**config.mk**
```make
export PLATFORM = sky130hd
export DESIGN_NAME = ulse_core
export DESIGN_NICKNAME = d
export VERILOG_FILES = /design/src/inc/ulse_pkg.sv /design/src/core/ulse_clk_div.sv /design/src/core/ulse_tok_filter.sv /design/src/core/ulse_core.sv
export SDC_FILE = /design/constraint.sdc
export NUM_CORES = 1
export LEC_CHECK = 0
export ABC_AREA = 1
export BUFFER_PORTS_ARGS = -buffer_cell sky130_fd_sc_hd__buf_2
export CAP_MARGIN = 40
export CELL_PAD_IN_SITES_DETAIL_PLACEMENT = 1
export CELL_PAD_IN_SITES_GLOBAL_PLACEMENT = 2
export CORE_MARGIN = 4
export CORE_UTILIZATION = 30
export CTS_BUF_LIST = sky130_fd_sc_hd__clkbuf_4 sky130_fd_sc_hd__clkbuf_8
export DETAILED_ROUTE_END_ITERATION = 12
export GPL_ROUTABILITY_DRIVEN = 1
export PLACE_DENSITY_LB_ADDON = 0.05
export SLEW_MARGIN = 40
export SYNTH_ARGS = -nofsm -noshare
export SYNTH_HDL_FRONTEND = slang
export SYNTH_HIERARCHICAL = 1
export SYNTH_SLANG_ARGS = --single-unit
```
**constraint.sdc**
```tcl
create_clock -name ref_clk_i -period 2 [get_ports ref_clk_i]
set_input_delay 0.2 -clock ref_clk_i [delete_from_list [all_inputs] [get_ports ref_clk_i]]
set_output_delay 0.2 -clock ref_clk_i [all_outputs]
set_load 0.005 [all_outputs]
```
**src/inc/ulse_pkg.sv**
```systemverilog
// constants, register map and types for the low-speed USB function registers
package ulse_pkg;
  localparam int unsigned BYTE_W = 8;
  localparam int unsigned PID_W = 4;
  localparam int unsigned FADDR_W = 7;
  localparam int unsigned EPNUM_W = 4;
  localparam int unsigned CNT_W = 4;
  localparam int unsigned TXEP_W = 2;

  // register offsets on the special function register port
  localparam logic [7:0] ADDR_PRESCALER = 8'hE1;
  localparam logic [7:0] ADDR_EP1_TX_DATA = 8'hE6;
  localparam logic [7:0] ADDR_EP0_TX_DATA = 8'hE7;
  localparam logic [7:0] ADDR_INT_FLAGS = 8'hE8;
  localparam logic [7:0] ADDR_INT_ENABLES = 8'hE9;
  localparam logic [7:0] ADDR_EP0_TX_CTRL = 8'hEA;
  localparam logic [7:0] ADDR_EP1_TX_CTRL = 8'hEB;
  localparam logic [7:0] ADDR_GEN_CTRL = 8'hEC;
  localparam logic [7:0] ADDR_EP0_RX_STATUS = 8'hED;
  localparam logic [7:0] ADDR_FUNC_ADDR = 8'hEE;
  localparam logic [7:0] ADDR_EP0_RX_DATA = 8'hEF;
  localparam logic [7:0] REG_RESET = 8'h00;
  localparam logic [7:0] UNMAPPED_READ = 8'h00;

  // general control fields
  localparam int unsigned GC_AUTO_STATUS_OUT = 4;
  localparam int unsigned GC_SECOND_EP_ENABLE = 3;
  localparam int unsigned GC_FIRST_EP_ENABLE = 2;
  localparam int unsigned GC_SECOND_EP_HALT = 1;
  localparam int unsigned GC_FIRST_EP_HALT = 0;
  localparam logic [7:0] GC_WRITABLE = 8'h1F;
  localparam logic [2:0] GC_RESERVED_ZERO = 3'h0;

  // endpoint 0 receive status fields
  localparam int unsigned ST_EXPECTED_TOGGLE = 7;
  localparam int unsigned ST_SETUP_SEEN = 6;
  localparam int unsigned ST_IN_SEEN = 5;
  localparam int unsigned ST_OUT_SEEN = 4;

  // transmit control and function address fields
  localparam int unsigned TC_TOGGLE = 7;
  localparam int unsigned TC0_HALT = 6;
  localparam int unsigned TC1_EP_SELECT = 6;
  localparam int unsigned TC_TX_ENABLE = 5;
  localparam int unsigned TC0_RX_ENABLE = 4;
  localparam int unsigned FA_FUNCTION_ENABLE = 7;

  // interrupt flag positions
  localparam int unsigned IF_TX0_DONE = 4;
  localparam int unsigned IF_RX0_DONE = 3;
  localparam int unsigned IF_END_OF_PACKET = 1;

  localparam logic [3:0] PID_SETUP = 4'hD;
  localparam logic [3:0] PID_IN = 4'h9;
  localparam logic [3:0] PID_OUT = 4'h1;
  localparam logic [3:0] PID_DATA0 = 4'h3;
  localparam logic [3:0] PID_DATA1 = 4'hB;
  localparam logic [3:0] PID_ACK = 4'h2;
  localparam logic [3:0] PID_NAK = 4'hA;
  localparam logic [3:0] PID_STALL = 4'hE;

  localparam logic [3:0] EP_ZERO = 4'h0;
  localparam logic [3:0] EP_ONE = 4'h1;
  localparam logic [3:0] EP_TWO = 4'h2;
  localparam logic [3:0] CNT_MAX = 4'hF;

  // usb logic rate is oscillator / 2 / (prescaler + 1)
  localparam int unsigned OSC_PRE_DIVIDE = 2;
  localparam int unsigned DIV_CNT_W = 9;

  typedef enum logic [1:0] {ULSE_TOK_NONE, ULSE_TOK_SETUP, ULSE_TOK_IN, ULSE_TOK_OUT} ulse_tok_t;
  typedef enum logic {ULSE_LINK_IDLE, ULSE_LINK_RX} ulse_link_t;
endpackage : ulse_pkg

```
**src/core/ulse_clk_div.sv**
```systemverilog
// enable-pulse divider giving the usb logic rate from the prescaler
`timescale 1ns/10ps
`default_nettype none
module ulse_clk_div #(
  parameter int unsigned CNT_W = ulse_pkg::DIV_CNT_W
) (
  input wire logic ref_clk_i,
  input wire logic rst_b_i,
  input wire logic [ulse_pkg::BYTE_W-1:0] presc_i,
  output logic en_o
);
  import ulse_pkg::*;

  logic [CNT_W-1:0] cnt_ff;
  logic [CNT_W-1:0] term;

  if (CNT_W < BYTE_W + 1) begin : g_chk
    $error("divider counter too narrow for the prescaler");
  end

  // terminal count is 2*(presc+1)-1
  assign term = CNT_W'((OSC_PRE_DIVIDE * (int'(presc_i) + 1)) - 1);

  always_ff @(posedge ref_clk_i) begin
    if (!rst_b_i) begin
      cnt_ff <= '0;
      en_o <= 1'b0;
    end else if (cnt_ff >= term) begin
      // >= so a prescaler lowered mid-count still wraps
      cnt_ff <= '0;
      en_o <= 1'b1;
    end else begin
      cnt_ff <= cnt_ff + CNT_W'(1);
      en_o <= 1'b0;
    end
  end
endmodule : ulse_clk_div
`default_nettype wire

```
**src/core/ulse_tok_filter.sv**
```systemverilog
// token address filter and pid decode, one cycle of latency
`timescale 1ns/10ps
`default_nettype none
module ulse_tok_filter (
  input wire logic ref_clk_i,
  input wire logic rst_b_i,
  input wire logic tok_valid_i,
  input wire logic [ulse_pkg::PID_W-1:0] tok_pid_i,
  input wire logic [ulse_pkg::FADDR_W-1:0] tok_addr_i,
  input wire logic [ulse_pkg::EPNUM_W-1:0] tok_ep_i,
  input wire logic [ulse_pkg::FADDR_W-1:0] function_address_field_i,
  input wire logic function_enable_i,
  output logic hit_o,
  output var ulse_pkg::ulse_tok_t kind_o,
  output logic [ulse_pkg::EPNUM_W-1:0] ep_o
);
  import ulse_pkg::*;

  function automatic ulse_tok_t decode(input logic [3:0] pid);
    case (pid)
      PID_SETUP: decode = ULSE_TOK_SETUP;
      PID_IN: decode = ULSE_TOK_IN;
      PID_OUT: decode = ULSE_TOK_OUT;
      default: decode = ULSE_TOK_NONE;
    endcase
  endfunction : decode

  logic take;
  assign take = tok_valid_i && function_enable_i && tok_addr_i == function_address_field_i
    && decode(tok_pid_i) != ULSE_TOK_NONE;

  always_ff @(posedge ref_clk_i) begin
    if (!rst_b_i) begin
      hit_o <= 1'b0;
      kind_o <= ULSE_TOK_NONE;
      ep_o <= '0;
    end else begin
      hit_o <= take;
      kind_o <= take ? decode(tok_pid_i) : ULSE_TOK_NONE;
      ep_o <= tok_ep_i;
    end
  end
endmodule : ulse_tok_filter
`default_nettype wire

```
**src/core/ulse_core.sv**
```systemverilog
// register file and endpoint handshake logic of the low-speed usb function
`timescale 1ns/10ps
`default_nettype none
module ulse_core (
  input wire logic ref_clk_i,
  input wire logic rst_b_i,
  input wire logic [7:0] sfr_addr_i,
  input wire logic sfr_wr_i,
  input wire logic sfr_rd_i,
  input wire logic [ulse_pkg::BYTE_W-1:0] sfr_wdata_i,
  output logic [ulse_pkg::BYTE_W-1:0] sfr_rdata_o,
  input wire logic tok_valid_i,
  input wire logic [ulse_pkg::PID_W-1:0] tok_pid_i,
  input wire logic [ulse_pkg::FADDR_W-1:0] tok_addr_i,
  input wire logic [ulse_pkg::EPNUM_W-1:0] tok_ep_i,
  input wire logic rx_byte_valid_i,
  input wire logic [ulse_pkg::BYTE_W-1:0] rx_byte_i,
  input wire logic rx_end_i,
  input wire logic [ulse_pkg::PID_W-1:0] rx_pid_i,
  input wire logic tx_ack_i,
  output logic usb_clk_en_o,
  output logic hs_valid_o,
  output logic [ulse_pkg::PID_W-1:0] hs_pid_o,
  output logic tx_start_o,
  output logic [ulse_pkg::PID_W-1:0] tx_pid_o,
  output logic [ulse_pkg::TXEP_W-1:0] tx_ep_o,
  output logic [ulse_pkg::CNT_W-1:0] tx_len_o,
  output logic [ulse_pkg::BYTE_W-1:0] tx_data_o,
  output logic irq_o
);
  import ulse_pkg::*;

  logic [7:0] presc_ff;
  logic [7:0] ep1_txd_ff;
  logic [7:0] ep0_txd_ff;
  logic [7:0] iflag_ff;
  logic [7:0] ien_ff;
  logic [7:0] tc0_ff;
  logic [7:0] tc1_ff;
  logic [7:0] gc_ff;
  logic [7:0] stat_ff;
  logic [7:0] fadr_ff;
  logic [7:0] rxd_ff;
  logic [7:0] nxt_rdata;
  logic [7:0] flag_set;
  ulse_link_t link_ff;
  ulse_tok_t rx_kind_ff;
  logic [3:0] rx_cnt_ff;
  logic last_tx_ep0_ff;
  logic usb_en;

  logic tok_hit;
  ulse_tok_t tok_kind;
  logic [3:0] tok_ep;

  function automatic logic [3:0] data_pid(input logic toggle);
    data_pid = toggle ? PID_DATA1 : PID_DATA0;
  endfunction : data_pid

  ulse_clk_div #(
    .CNT_W(DIV_CNT_W)
  ) u_div (
    .ref_clk_i(ref_clk_i),
    .rst_b_i(rst_b_i),
    .presc_i(presc_ff),
    .en_o(usb_en)
  );

  ulse_tok_filter u_tok (
    .ref_clk_i(ref_clk_i),
    .rst_b_i(rst_b_i),
    .tok_valid_i(tok_valid_i),
    .tok_pid_i(tok_pid_i),
    .tok_addr_i(tok_addr_i),
    .tok_ep_i(tok_ep_i),
    .function_address_field_i(fadr_ff[FADDR_W-1:0]),
    .function_enable_i(fadr_ff[FA_FUNCTION_ENABLE]),
    .hit_o(tok_hit),
    .kind_o(tok_kind),
    .ep_o(tok_ep)
  );

  // divider output is already a flop; this adds one more stage to keep outputs registered
  always_ff @(posedge ref_clk_i) begin
    if (!rst_b_i) begin
      usb_clk_en_o <= 1'b0;
    end else begin
      usb_clk_en_o <= usb_en;
    end
  end

  logic wr_stat;
  logic wr_flags;
  assign wr_stat = sfr_wr_i && sfr_addr_i == ADDR_EP0_RX_STATUS;
  assign wr_flags = sfr_wr_i && sfr_addr_i == ADDR_INT_FLAGS;

  // plain read/write registers
  always_ff @(posedge ref_clk_i) begin
    if (!rst_b_i) begin
      presc_ff <= REG_RESET;
      ep1_txd_ff <= REG_RESET;
      ep0_txd_ff <= REG_RESET;
      ien_ff <= REG_RESET;
      tc0_ff <= REG_RESET;
      tc1_ff <= REG_RESET;
      gc_ff <= REG_RESET;
      fadr_ff <= REG_RESET;
    end else if (sfr_wr_i) begin
      case (sfr_addr_i)
        ADDR_PRESCALER: presc_ff <= sfr_wdata_i;
        ADDR_EP1_TX_DATA: ep1_txd_ff <= sfr_wdata_i;
        ADDR_EP0_TX_DATA: ep0_txd_ff <= sfr_wdata_i;
        ADDR_INT_ENABLES: ien_ff <= sfr_wdata_i;
        ADDR_EP0_TX_CTRL: tc0_ff <= sfr_wdata_i;
        ADDR_EP1_TX_CTRL: tc1_ff <= sfr_wdata_i;
        ADDR_GEN_CTRL: gc_ff <= sfr_wdata_i & GC_WRITABLE;
        ADDR_FUNC_ADDR: fadr_ff <= sfr_wdata_i;
        default: ;
      endcase
    end
  end

  always_comb begin
    case (sfr_addr_i)
      ADDR_PRESCALER: nxt_rdata = presc_ff;
      ADDR_EP1_TX_DATA: nxt_rdata = ep1_txd_ff;
      ADDR_EP0_TX_DATA: nxt_rdata = ep0_txd_ff;
      ADDR_INT_FLAGS: nxt_rdata = iflag_ff;
      ADDR_INT_ENABLES: nxt_rdata = ien_ff;
      ADDR_EP0_TX_CTRL: nxt_rdata = tc0_ff;
      ADDR_EP1_TX_CTRL: nxt_rdata = tc1_ff;
      ADDR_GEN_CTRL: nxt_rdata = gc_ff;
      ADDR_EP0_RX_STATUS: nxt_rdata = stat_ff;
      ADDR_FUNC_ADDR: nxt_rdata = fadr_ff;
      ADDR_EP0_RX_DATA: nxt_rdata = rxd_ff;
      default: nxt_rdata = UNMAPPED_READ;
    endcase
  end

  // read data holds until the next read strobe
  always_ff @(posedge ref_clk_i) begin
    if (!rst_b_i) begin
      sfr_rdata_o <= REG_RESET;
    end else if (sfr_rd_i) begin
      sfr_rdata_o <= nxt_rdata;
    end
  end

  // receive data stage on endpoint 0
  logic rx_done;
  logic rx_auto;
  logic rx_accept;
  logic rx_match;
  logic rx_good;
  assign rx_done = link_ff == ULSE_LINK_RX && rx_end_i;
  assign rx_auto = rx_done && gc_ff[GC_AUTO_STATUS_OUT] && rx_kind_ff == ULSE_TOK_OUT
    && rx_cnt_ff == '0;
  assign rx_accept = rx_kind_ff == ULSE_TOK_SETUP || tc0_ff[TC0_RX_ENABLE];
  assign rx_match = (rx_pid_i == PID_DATA1) == stat_ff[ST_EXPECTED_TOGGLE];
  assign rx_good = rx_done && !rx_auto && rx_accept && rx_match;

  always_ff @(posedge ref_clk_i) begin
    if (!rst_b_i) begin
      link_ff <= ULSE_LINK_IDLE;
      rx_kind_ff <= ULSE_TOK_NONE;
      rx_cnt_ff <= '0;
    end else begin
      case (link_ff)
        ULSE_LINK_IDLE: begin
          if (tok_hit && tok_ep == EP_ZERO && tok_kind != ULSE_TOK_IN) begin
            link_ff <= ULSE_LINK_RX;
            rx_kind_ff <= tok_kind;
            rx_cnt_ff <= '0;
          end
        end
        ULSE_LINK_RX: begin
          // a fresh token abandons a data stage the host never finished
          if (rx_end_i || tok_hit) begin
            link_ff <= ULSE_LINK_IDLE;
          end else if (rx_byte_valid_i && rx_cnt_ff != CNT_MAX) begin
            rx_cnt_ff <= rx_cnt_ff + 4'h1;
          end
        end
        default: link_ff <= ULSE_LINK_IDLE;
      endcase
    end
  end

  always_ff @(posedge ref_clk_i) begin
    if (!rst_b_i) begin
      rxd_ff <= REG_RESET;
    end else if (link_ff == ULSE_LINK_RX && rx_byte_valid_i) begin
      rxd_ff <= rx_byte_i;
    end
  end

  // endpoint 0 status register
  always_ff @(posedge ref_clk_i) begin
    if (!rst_b_i) begin
      stat_ff <= REG_RESET;
    end else begin
      if (tok_hit && tok_ep == EP_ZERO) begin
        stat_ff[ST_SETUP_SEEN] <= tok_kind == ULSE_TOK_SETUP;
        stat_ff[ST_IN_SEEN] <= tok_kind == ULSE_TOK_IN;
        stat_ff[ST_OUT_SEEN] <= tok_kind == ULSE_TOK_OUT;
      end
      // hardware flip wins over a software write in the same cycle
      if (rx_good) begin
        stat_ff[ST_EXPECTED_TOGGLE] <= !stat_ff[ST_EXPECTED_TOGGLE];
      end else if (wr_stat) begin
        stat_ff[ST_EXPECTED_TOGGLE] <= sfr_wdata_i[ST_EXPECTED_TOGGLE];
      end
      if (rx_good) begin
        stat_ff[CNT_W-1:0] <= rx_cnt_ff;
      end
    end
  end

  // endpoint 1/2 selection for IN tokens
  logic ep12_on;
  logic ep12_halt;
  logic ep12_ready;
  assign ep12_on = (tok_ep == EP_ONE && gc_ff[GC_FIRST_EP_ENABLE])
    || (tok_ep == EP_TWO && gc_ff[GC_SECOND_EP_ENABLE]);
  assign ep12_halt = (tok_ep == EP_ONE && gc_ff[GC_FIRST_EP_HALT])
    || (tok_ep == EP_TWO && gc_ff[GC_SECOND_EP_HALT]);
  assign ep12_ready = tc1_ff[TC_TX_ENABLE] && tc1_ff[TC1_EP_SELECT] == (tok_ep == EP_TWO);

  always_ff @(posedge ref_clk_i) begin
    if (!rst_b_i) begin
      hs_valid_o <= 1'b0;
      hs_pid_o <= '0;
      tx_start_o <= 1'b0;
      tx_pid_o <= '0;
      tx_ep_o <= '0;
      tx_len_o <= '0;
      tx_data_o <= '0;
      last_tx_ep0_ff <= 1'b0;
    end else begin
      hs_valid_o <= 1'b0;
      tx_start_o <= 1'b0;
      if (rx_done) begin
        hs_valid_o <= 1'b1;
        hs_pid_o <= (rx_auto || rx_accept) ? PID_ACK : PID_NAK;
      end else if (tok_hit && tok_kind == ULSE_TOK_IN && tok_ep == EP_ZERO) begin
        if (tc0_ff[TC0_HALT]) begin
          hs_valid_o <= 1'b1;
          hs_pid_o <= PID_STALL;
        end else if (tc0_ff[TC_TX_ENABLE]) begin
          tx_start_o <= 1'b1;
          tx_pid_o <= data_pid(tc0_ff[TC_TOGGLE]);
          tx_ep_o <= tok_ep[TXEP_W-1:0];
          tx_len_o <= tc0_ff[CNT_W-1:0];
          tx_data_o <= ep0_txd_ff;
          last_tx_ep0_ff <= 1'b1;
        end else begin
          hs_valid_o <= 1'b1;
          hs_pid_o <= PID_NAK;
        end
      end else if (tok_hit && tok_kind == ULSE_TOK_IN && ep12_on) begin
        if (ep12_halt) begin
          hs_valid_o <= 1'b1;
          hs_pid_o <= PID_STALL;
        end else if (ep12_ready) begin
          tx_start_o <= 1'b1;
          tx_pid_o <= data_pid(tc1_ff[TC_TOGGLE]);
          tx_ep_o <= tok_ep[TXEP_W-1:0];
          tx_len_o <= tc1_ff[CNT_W-1:0];
          tx_data_o <= ep1_txd_ff;
          last_tx_ep0_ff <= 1'b0;
        end else begin
          hs_valid_o <= 1'b1;
          hs_pid_o <= PID_NAK;
        end
      end
    end
  end

  // interrupt flags: write 0 clears, a set in the same cycle wins
  always_comb begin
    flag_set = '0;
    flag_set[IF_RX0_DONE] = rx_good;
    flag_set[IF_TX0_DONE] = tx_ack_i && last_tx_ep0_ff;
    flag_set[IF_END_OF_PACKET] = rx_done;
  end

  always_ff @(posedge ref_clk_i) begin
    if (!rst_b_i) begin
      iflag_ff <= REG_RESET;
    end else if (wr_flags) begin
      iflag_ff <= (iflag_ff & sfr_wdata_i) | flag_set;
    end else begin
      iflag_ff <= iflag_ff | flag_set;
    end
  end

  always_ff @(posedge ref_clk_i) begin
    if (!rst_b_i) begin
      irq_o <= 1'b0;
    end else begin
      irq_o <= |(iflag_ff & ien_ff);
    end
  end
endmodule : ulse_core
`default_nettype wire

```
[Word-level counts from Yosys, hierarchy flattened]
Index checks and enable logic that the tools add are counted.
Word-level totals
  bits in read-only memories: 0
  output and inout bits: 34
  logic and storage cells: 200
  latch bits: 0
  bits in writable memories: 0
  bits of input ports: 51
  memories: 0
  register bits after elaboration: 144
Cells by class
  $add $sub $neg: 4
  mux-type cells: 66
  reductions and logical operators: 55
  multiply operators: 0
  div/mod/pow operators: 0
  bitwise operators: 7
  eq/ne operators: 35
  shifts and indexed selects: 0
  magnitude comparators: 1
Operator list (number)
  4-bit two-way mux: 25
  8-bit equality test (second input constant): 11
  8-bit one-hot mux with 11 select lines: 1
  8-bit two-way mux: 7
  1-bit logical AND: 25
  1-bit two-way mux: 24
  2-bit AND reduction: 10
  8-bit bitwise AND: 2
  8-bit by 5-bit bitwise OR with 8-bit output: 2
  4-bit equality test (second input constant): 3
  2-bit two-way mux: 6
  2-bit inequality test (second input constant): 5
  9-bit by 1-bit adder with 9-bit output (second input constant): 1
  9-bit >= comparator: 1
  9-bit by 1-bit subtractor with 9-bit output (second input constant): 1
  8-bit by 1-bit adder with 8-bit output (second input constant): 1
  4-bit by 1-bit equality test with 1-bit output (second input constant): 2
  4-bit logical NOT: 2
  4-bit inequality test (second input constant): 2
  4-bit one-hot mux with 2 select lines: 1
  2-bit nonzero test: 4
  8-bit OR reduction: 1
  7-bit equality test: 1
  2-bit equality test (second input constant): 3
  15 further kinds: 27

[Longest topological paths before layout]
  word-level depth: 10
  gate-level depth with buffers: 17
  depth with buffers taken out: 17

[By module]
The synthesis kept the hierarchy.
Modules (own cells, without submodules)
  ulse_core: times used 1, area an instance 5894.4 um^2, seq. area each 2482.4 um^2, cells each 867
  ulse_clk_div: times used 1, area an instance 848.3 um^2, seq. area each 200.2 um^2, cells each 122
  ulse_tok_filter: times used 1, area an instance 371.6 um^2, seq. area each 140.1 um^2, cells each 59

[Worst setup path before layout]
OpenSTA, ideal clock, no wires.
  path type: register to register
  from: reg presc_ff[0]
  to: reg u_div.cnt_ff[6]
  slack: -202 ps
  library setup time: 71 ps
  arrival: 2131 ps
  buffers on the path: 0
  cell stages (with the launch flop): 15
  cell sequence: dfxtp_1 -> ha_1 -> nand2_1 -> o21ai_2 -> nand3_2 -> nor2_4 -> nand3_1 -> nand2_1 -> inv_1 -> ha_1 -> a21oi_1 -> o21ai_0 -> nor2_1 -> nand2_1 -> a21oi_1
On the way
  longest elaborated chain between the ends: 4
RTL lines
  start: declaration: RTL line ulse_core.sv:33  | logic [7:0] presc_ff;
  start signal: assignment: RTL line ulse_core.sv:110  | ADDR_PRESCALER: presc_ff <= sfr_wdata_i;
  8-bit by 1-bit adder with 8-bit output: RTL line ulse_clk_div.sv:22  | assign term = CNT_W'((OSC_PRE_DIVIDE * (int'(presc_i) + 1)) - 1);
  9-bit by 1-bit subtractor with 9-bit output: RTL line ulse_clk_div.sv:22
  9-bit >= comparator: RTL line ulse_clk_div.sv:28  | end else if (cnt_ff >= term) begin
  2-bit OR reduction (no source line)
  end signal: assignment: RTL line ulse_clk_div.sv:33  | cnt_ff <= cnt_ff + CNT_W'(1);
  end: declaration: RTL line ulse_clk_div.sv:14  | logic [CNT_W-1:0] cnt_ff;
Every way passes these cells.
A chain may end at the register's enable or synchronous reset.

[Worst setup path after layout]
  from: reg presc_ff[1]
  to: reg u_div.cnt_ff[7]
Same word-level chain as after synthesis.

==> results.json <==
{
  "fmax_mhz": 464.4,
  "rsz0062_at_grt": "true",
  "fp.dieW_um": 162.0,
  "r2r_start": "presc_ff[1]",
  "synth_cell_types": 39,
  "cts_tree": "done",
  "finalHoldViolations": 0,
  "antenna_cells": 0,
  "hpwl_um": 17270,
  "nets": 1222,
  "maxSlewViolCount": 0,
  "r2r_slack_ps": -150,
  "path_cells": "ha_4 -> inv_2 -> nand2_2 -> nand2_2 -> nor2_2 -> nand3_2 -> nor2_4 -> nand2_1 -> nand2_1 -> nand2_2 -> inv_2 -> ha_4 -> a21oi_2 -> o21ai_2 -> nor2_4 -> nand2_4 -> nor2_2",
  "cts_made_buffers": 17,
  "drive_above_1_share_pct": 18.09,
  "violations": "negative setup slack",
  "use_met3_pct": 3.146,
  "num_rows": 56,
  "tns_ps": -1228,
  "synthCells": 1048,
  "grt_pass1_wl_um": 37910,
  "gp_congestion": 0.7752,
  "path_clk_slew_ps": 80,
  "min_period_ps": 2153,
  "p_leak_nw": 3.599,
  "worstSkewPairLatency_ps": 450,
  "antenna_left": 0,
  "hold_depth": 3,
  "place_ws_ps": -294.3,
  "grt_max_degree": 49,
  "async_reset_ff_share_pct": 0,
  "ys.flop_type": "dfxtp_1",
  "synth_area_um2": 7114,
  "path_max_fanout": 8,
  "worstRegToRegCells": 17,
  "busiest_layer": "met2",
  "cap_violations": 0,
  "outcome": "complete, but fails checks",
  "end_kind": "flip-flop",
  "start_util_pct": 30.40,
  "ir_drop_v": 0.0003757,
  "yosys.area.top_type": "dfxtp_1",
  "yosysSeqAreaShare_pct": 39.68,
  "holdPathEnd": "u_tok/kind_o[1]",
  "die_y_um": 162.0,
  "die_area_um2": 26240,
  "fin_skew_ps": 12.20,
  "first_pass_iters": 4,
  "io_pins": 85,
  "setup_viol": 10,
  "largest_reg_flops": 9,
  "place_area_um2": 8069,
  "synth_edf_count": 0,
  "crit_type": "flip-flop to flip-flop",
  "viasPerCell": 4.675,
  "grtUsageMet1_pct": 24.37,
  "synth-seq-cells": 141,
  "clock_sinks": 141,
  "cp_common_cell": "nand2_2",
  "yosysWarnings": 6,
  "core_area_um2": 23400,
  "p_total_mw": 6.061,
  "final_cells": 1491,
  "syn_area_per_cell_um2": 6.788,
  "cts_root_buf": "clkbuf_8",
  "yosys-top-cells-area": "dfxtp_1 40%, nand2_1 9.4%, nand3_1 9.2%, a21oi_1 7.3%, o21ai_0 7.2%",
  "grt_use_met2_pct": 31.72,
  "timing.rr.end": "u_div/cnt_ff[7]",
  "finalWorstSetupSlack_ps": -153.3,
  "critical_path.startpoint_type": "flip-flop",
  "crit_arrival_ps": 2540,
  "worstHoldStart": "tok_pid_i[2]",
  "io_buffers": 82,
  "worst_path_max_delay_cell": "dfxtp_4",
  "grt_pass1_vias": 7007,
  "grt_overflow": 0,
  "yosysTopAreaCellShare_pct": 39.68,
  "dp_cells": 1445,
  "max_stage_delay_ps": 370,
  "fill_cells": 3017,
  "hold_path_class": "input port to flip-flop",
  "top_register": "u_div/cnt_ff",
  "drtIter0Drc": 288,
  "period_share_pct": 107.7,
  "power_density_nw_per_um2": 694.3,
  "cts.htree.levels": 4,
  "wirelength_um": 23570,
  "crit_required_ps": 2390,
  "antenna_found_initial": 0,
  "wl_per_cell_um": 15.81,
  "stdcell_area_um2": 8730,
  "drc": 0,
  "grtUsageTotal_pct": 18.44,
  "cts_buffer_depth": 2,
  "syn_to_final_growth_pct": 22.70,
  "vias": 6971
}
-- how the worst max path moves through the flow --
| stage | startpoint | depth (start not counted) | to | slack (ps) |
|---|---|---|---|---|
| global route | presc_ff[1] | 17 | u_div/cnt_ff[0] | -310 |
| floorplan | presc_ff[0] | 17 | u_div/cnt_ff[6] | 0.9 |
| CTS | presc_ff[1] | 14 | u_div/cnt_ff[7] | -170 |
| global placement | presc_ff[0] | 17 | u_div/cnt_ff[6] | -210 |
| finish | presc_ff[1] | 17 | u_div/cnt_ff[7] | -150 |
| detailed placement | presc_ff[0] | 16 | u_div/cnt_ff[7] | -290 |
-- what timing repair did --
action | in CTS | in global routing
gates resized for setup | 13 | 11
endpoints found under the hold margin | 12 | 0
setup endpoints to repair | 10 | 10
gates cloned | 0 | 0
hold buffers | 12 | 0
setup buffers | 2 | 0
pin swaps | 14 | 13
-- cells in the final DEF, fill, tap and decap left out, types with 7 or more instances in the layout --
cell	n
a21oi_1	100
buf_2	82
buf_4	35
clkbuf_8	19
dfxtp_1	138
dlygate4sd3_1	12
ha_1	10
inv_1	130
nand2_1	172
nand2_2	7
nand3_1	130
nor2_1	127
nor2_2	13
nor2_4	7
o21ai_0	102
xor2_1	8
-- kinds of logic (layout without fill, tap and decap cells) --
logic type	Yosys count	count (layout)	synth area share, %
other	1	2	0.05271
AO/OA/AOI/OAI	214	214	15.44
adder cells (fa/ha/maj)	12	12	2.110
AND/OR/NAND/NOR	486	486	30.51
XOR/XNOR	13	13	1.600
flip-flops	141	141	39.68
buffers and inverters	181	304	10.60
-- critical path: cells and delay by family, from the launching register on --
kind | cells | cell delay, ps
AOI/OAI and AO/OA | 2 | 230
adders and majority gates | 2 | 380
buffers and inverters | 2 | 100
DFF | 1 | 370
and+or+nand+nor | 11 | 1030
-- area by class of cell --
class / count / area (µm²) / area share [%]
inverter: 138 / 520.5 / 5.962
clock inverter: 13 / 187.7 / 2.150
multi-input combinational: 727 / 3645 / 41.75
tap: 319 / 399.1 / 4.572
clock buffer: 19 / 261.5 / 2.996
sequential: 141 / 2831 / 32.44
timing repair buffer: 134 / 884.6 / 10.13
-- report_power, final --
part / leakage (nW) / switching, mW / internal [mW] / total [mW]
combinational: 2.24 / 0.339 / 0.221 / 0.560
sequential: 1.14 / 0.0291 / 2.84 / 2.87
clock: 0.218 / 1.20 / 1.43 / 2.63
-- synth_stat cells, types with 6 or more instances --
master    instances
inv_1           132
nor2_1          132
nand2_1         179
buf_2            11
nand3_1         131
clkbuf_1         18
o21ai_0         103
dfxtp_1         141
a21oi_1         104
buf_4             6
nor2_2           11
xor2_1            8
ha_1             12
-- metal layers --
| layer | wire length (µm) | up-vias |
|---|---|---|
| met5 | 0 | - |
| met4 | 247 | 0 |
| met3 | 854 | 12 |
| met2 | 11360 | 87 |
| met1 | 11110 | 3268 |
| li1 | - | 3604 |
-- through the flow --
step | utilization (%) | hold WS, ps
final | 37.30 | 36.54
after floorplan | - | 293.5
after detailed placement | 34.48 | 388.4
after global routing | 37.30 | 0.2316
after CTS | 37.16 | 1.613
after global placement | 34.48 | 388.4
Power figures use the tool's default switching activity.
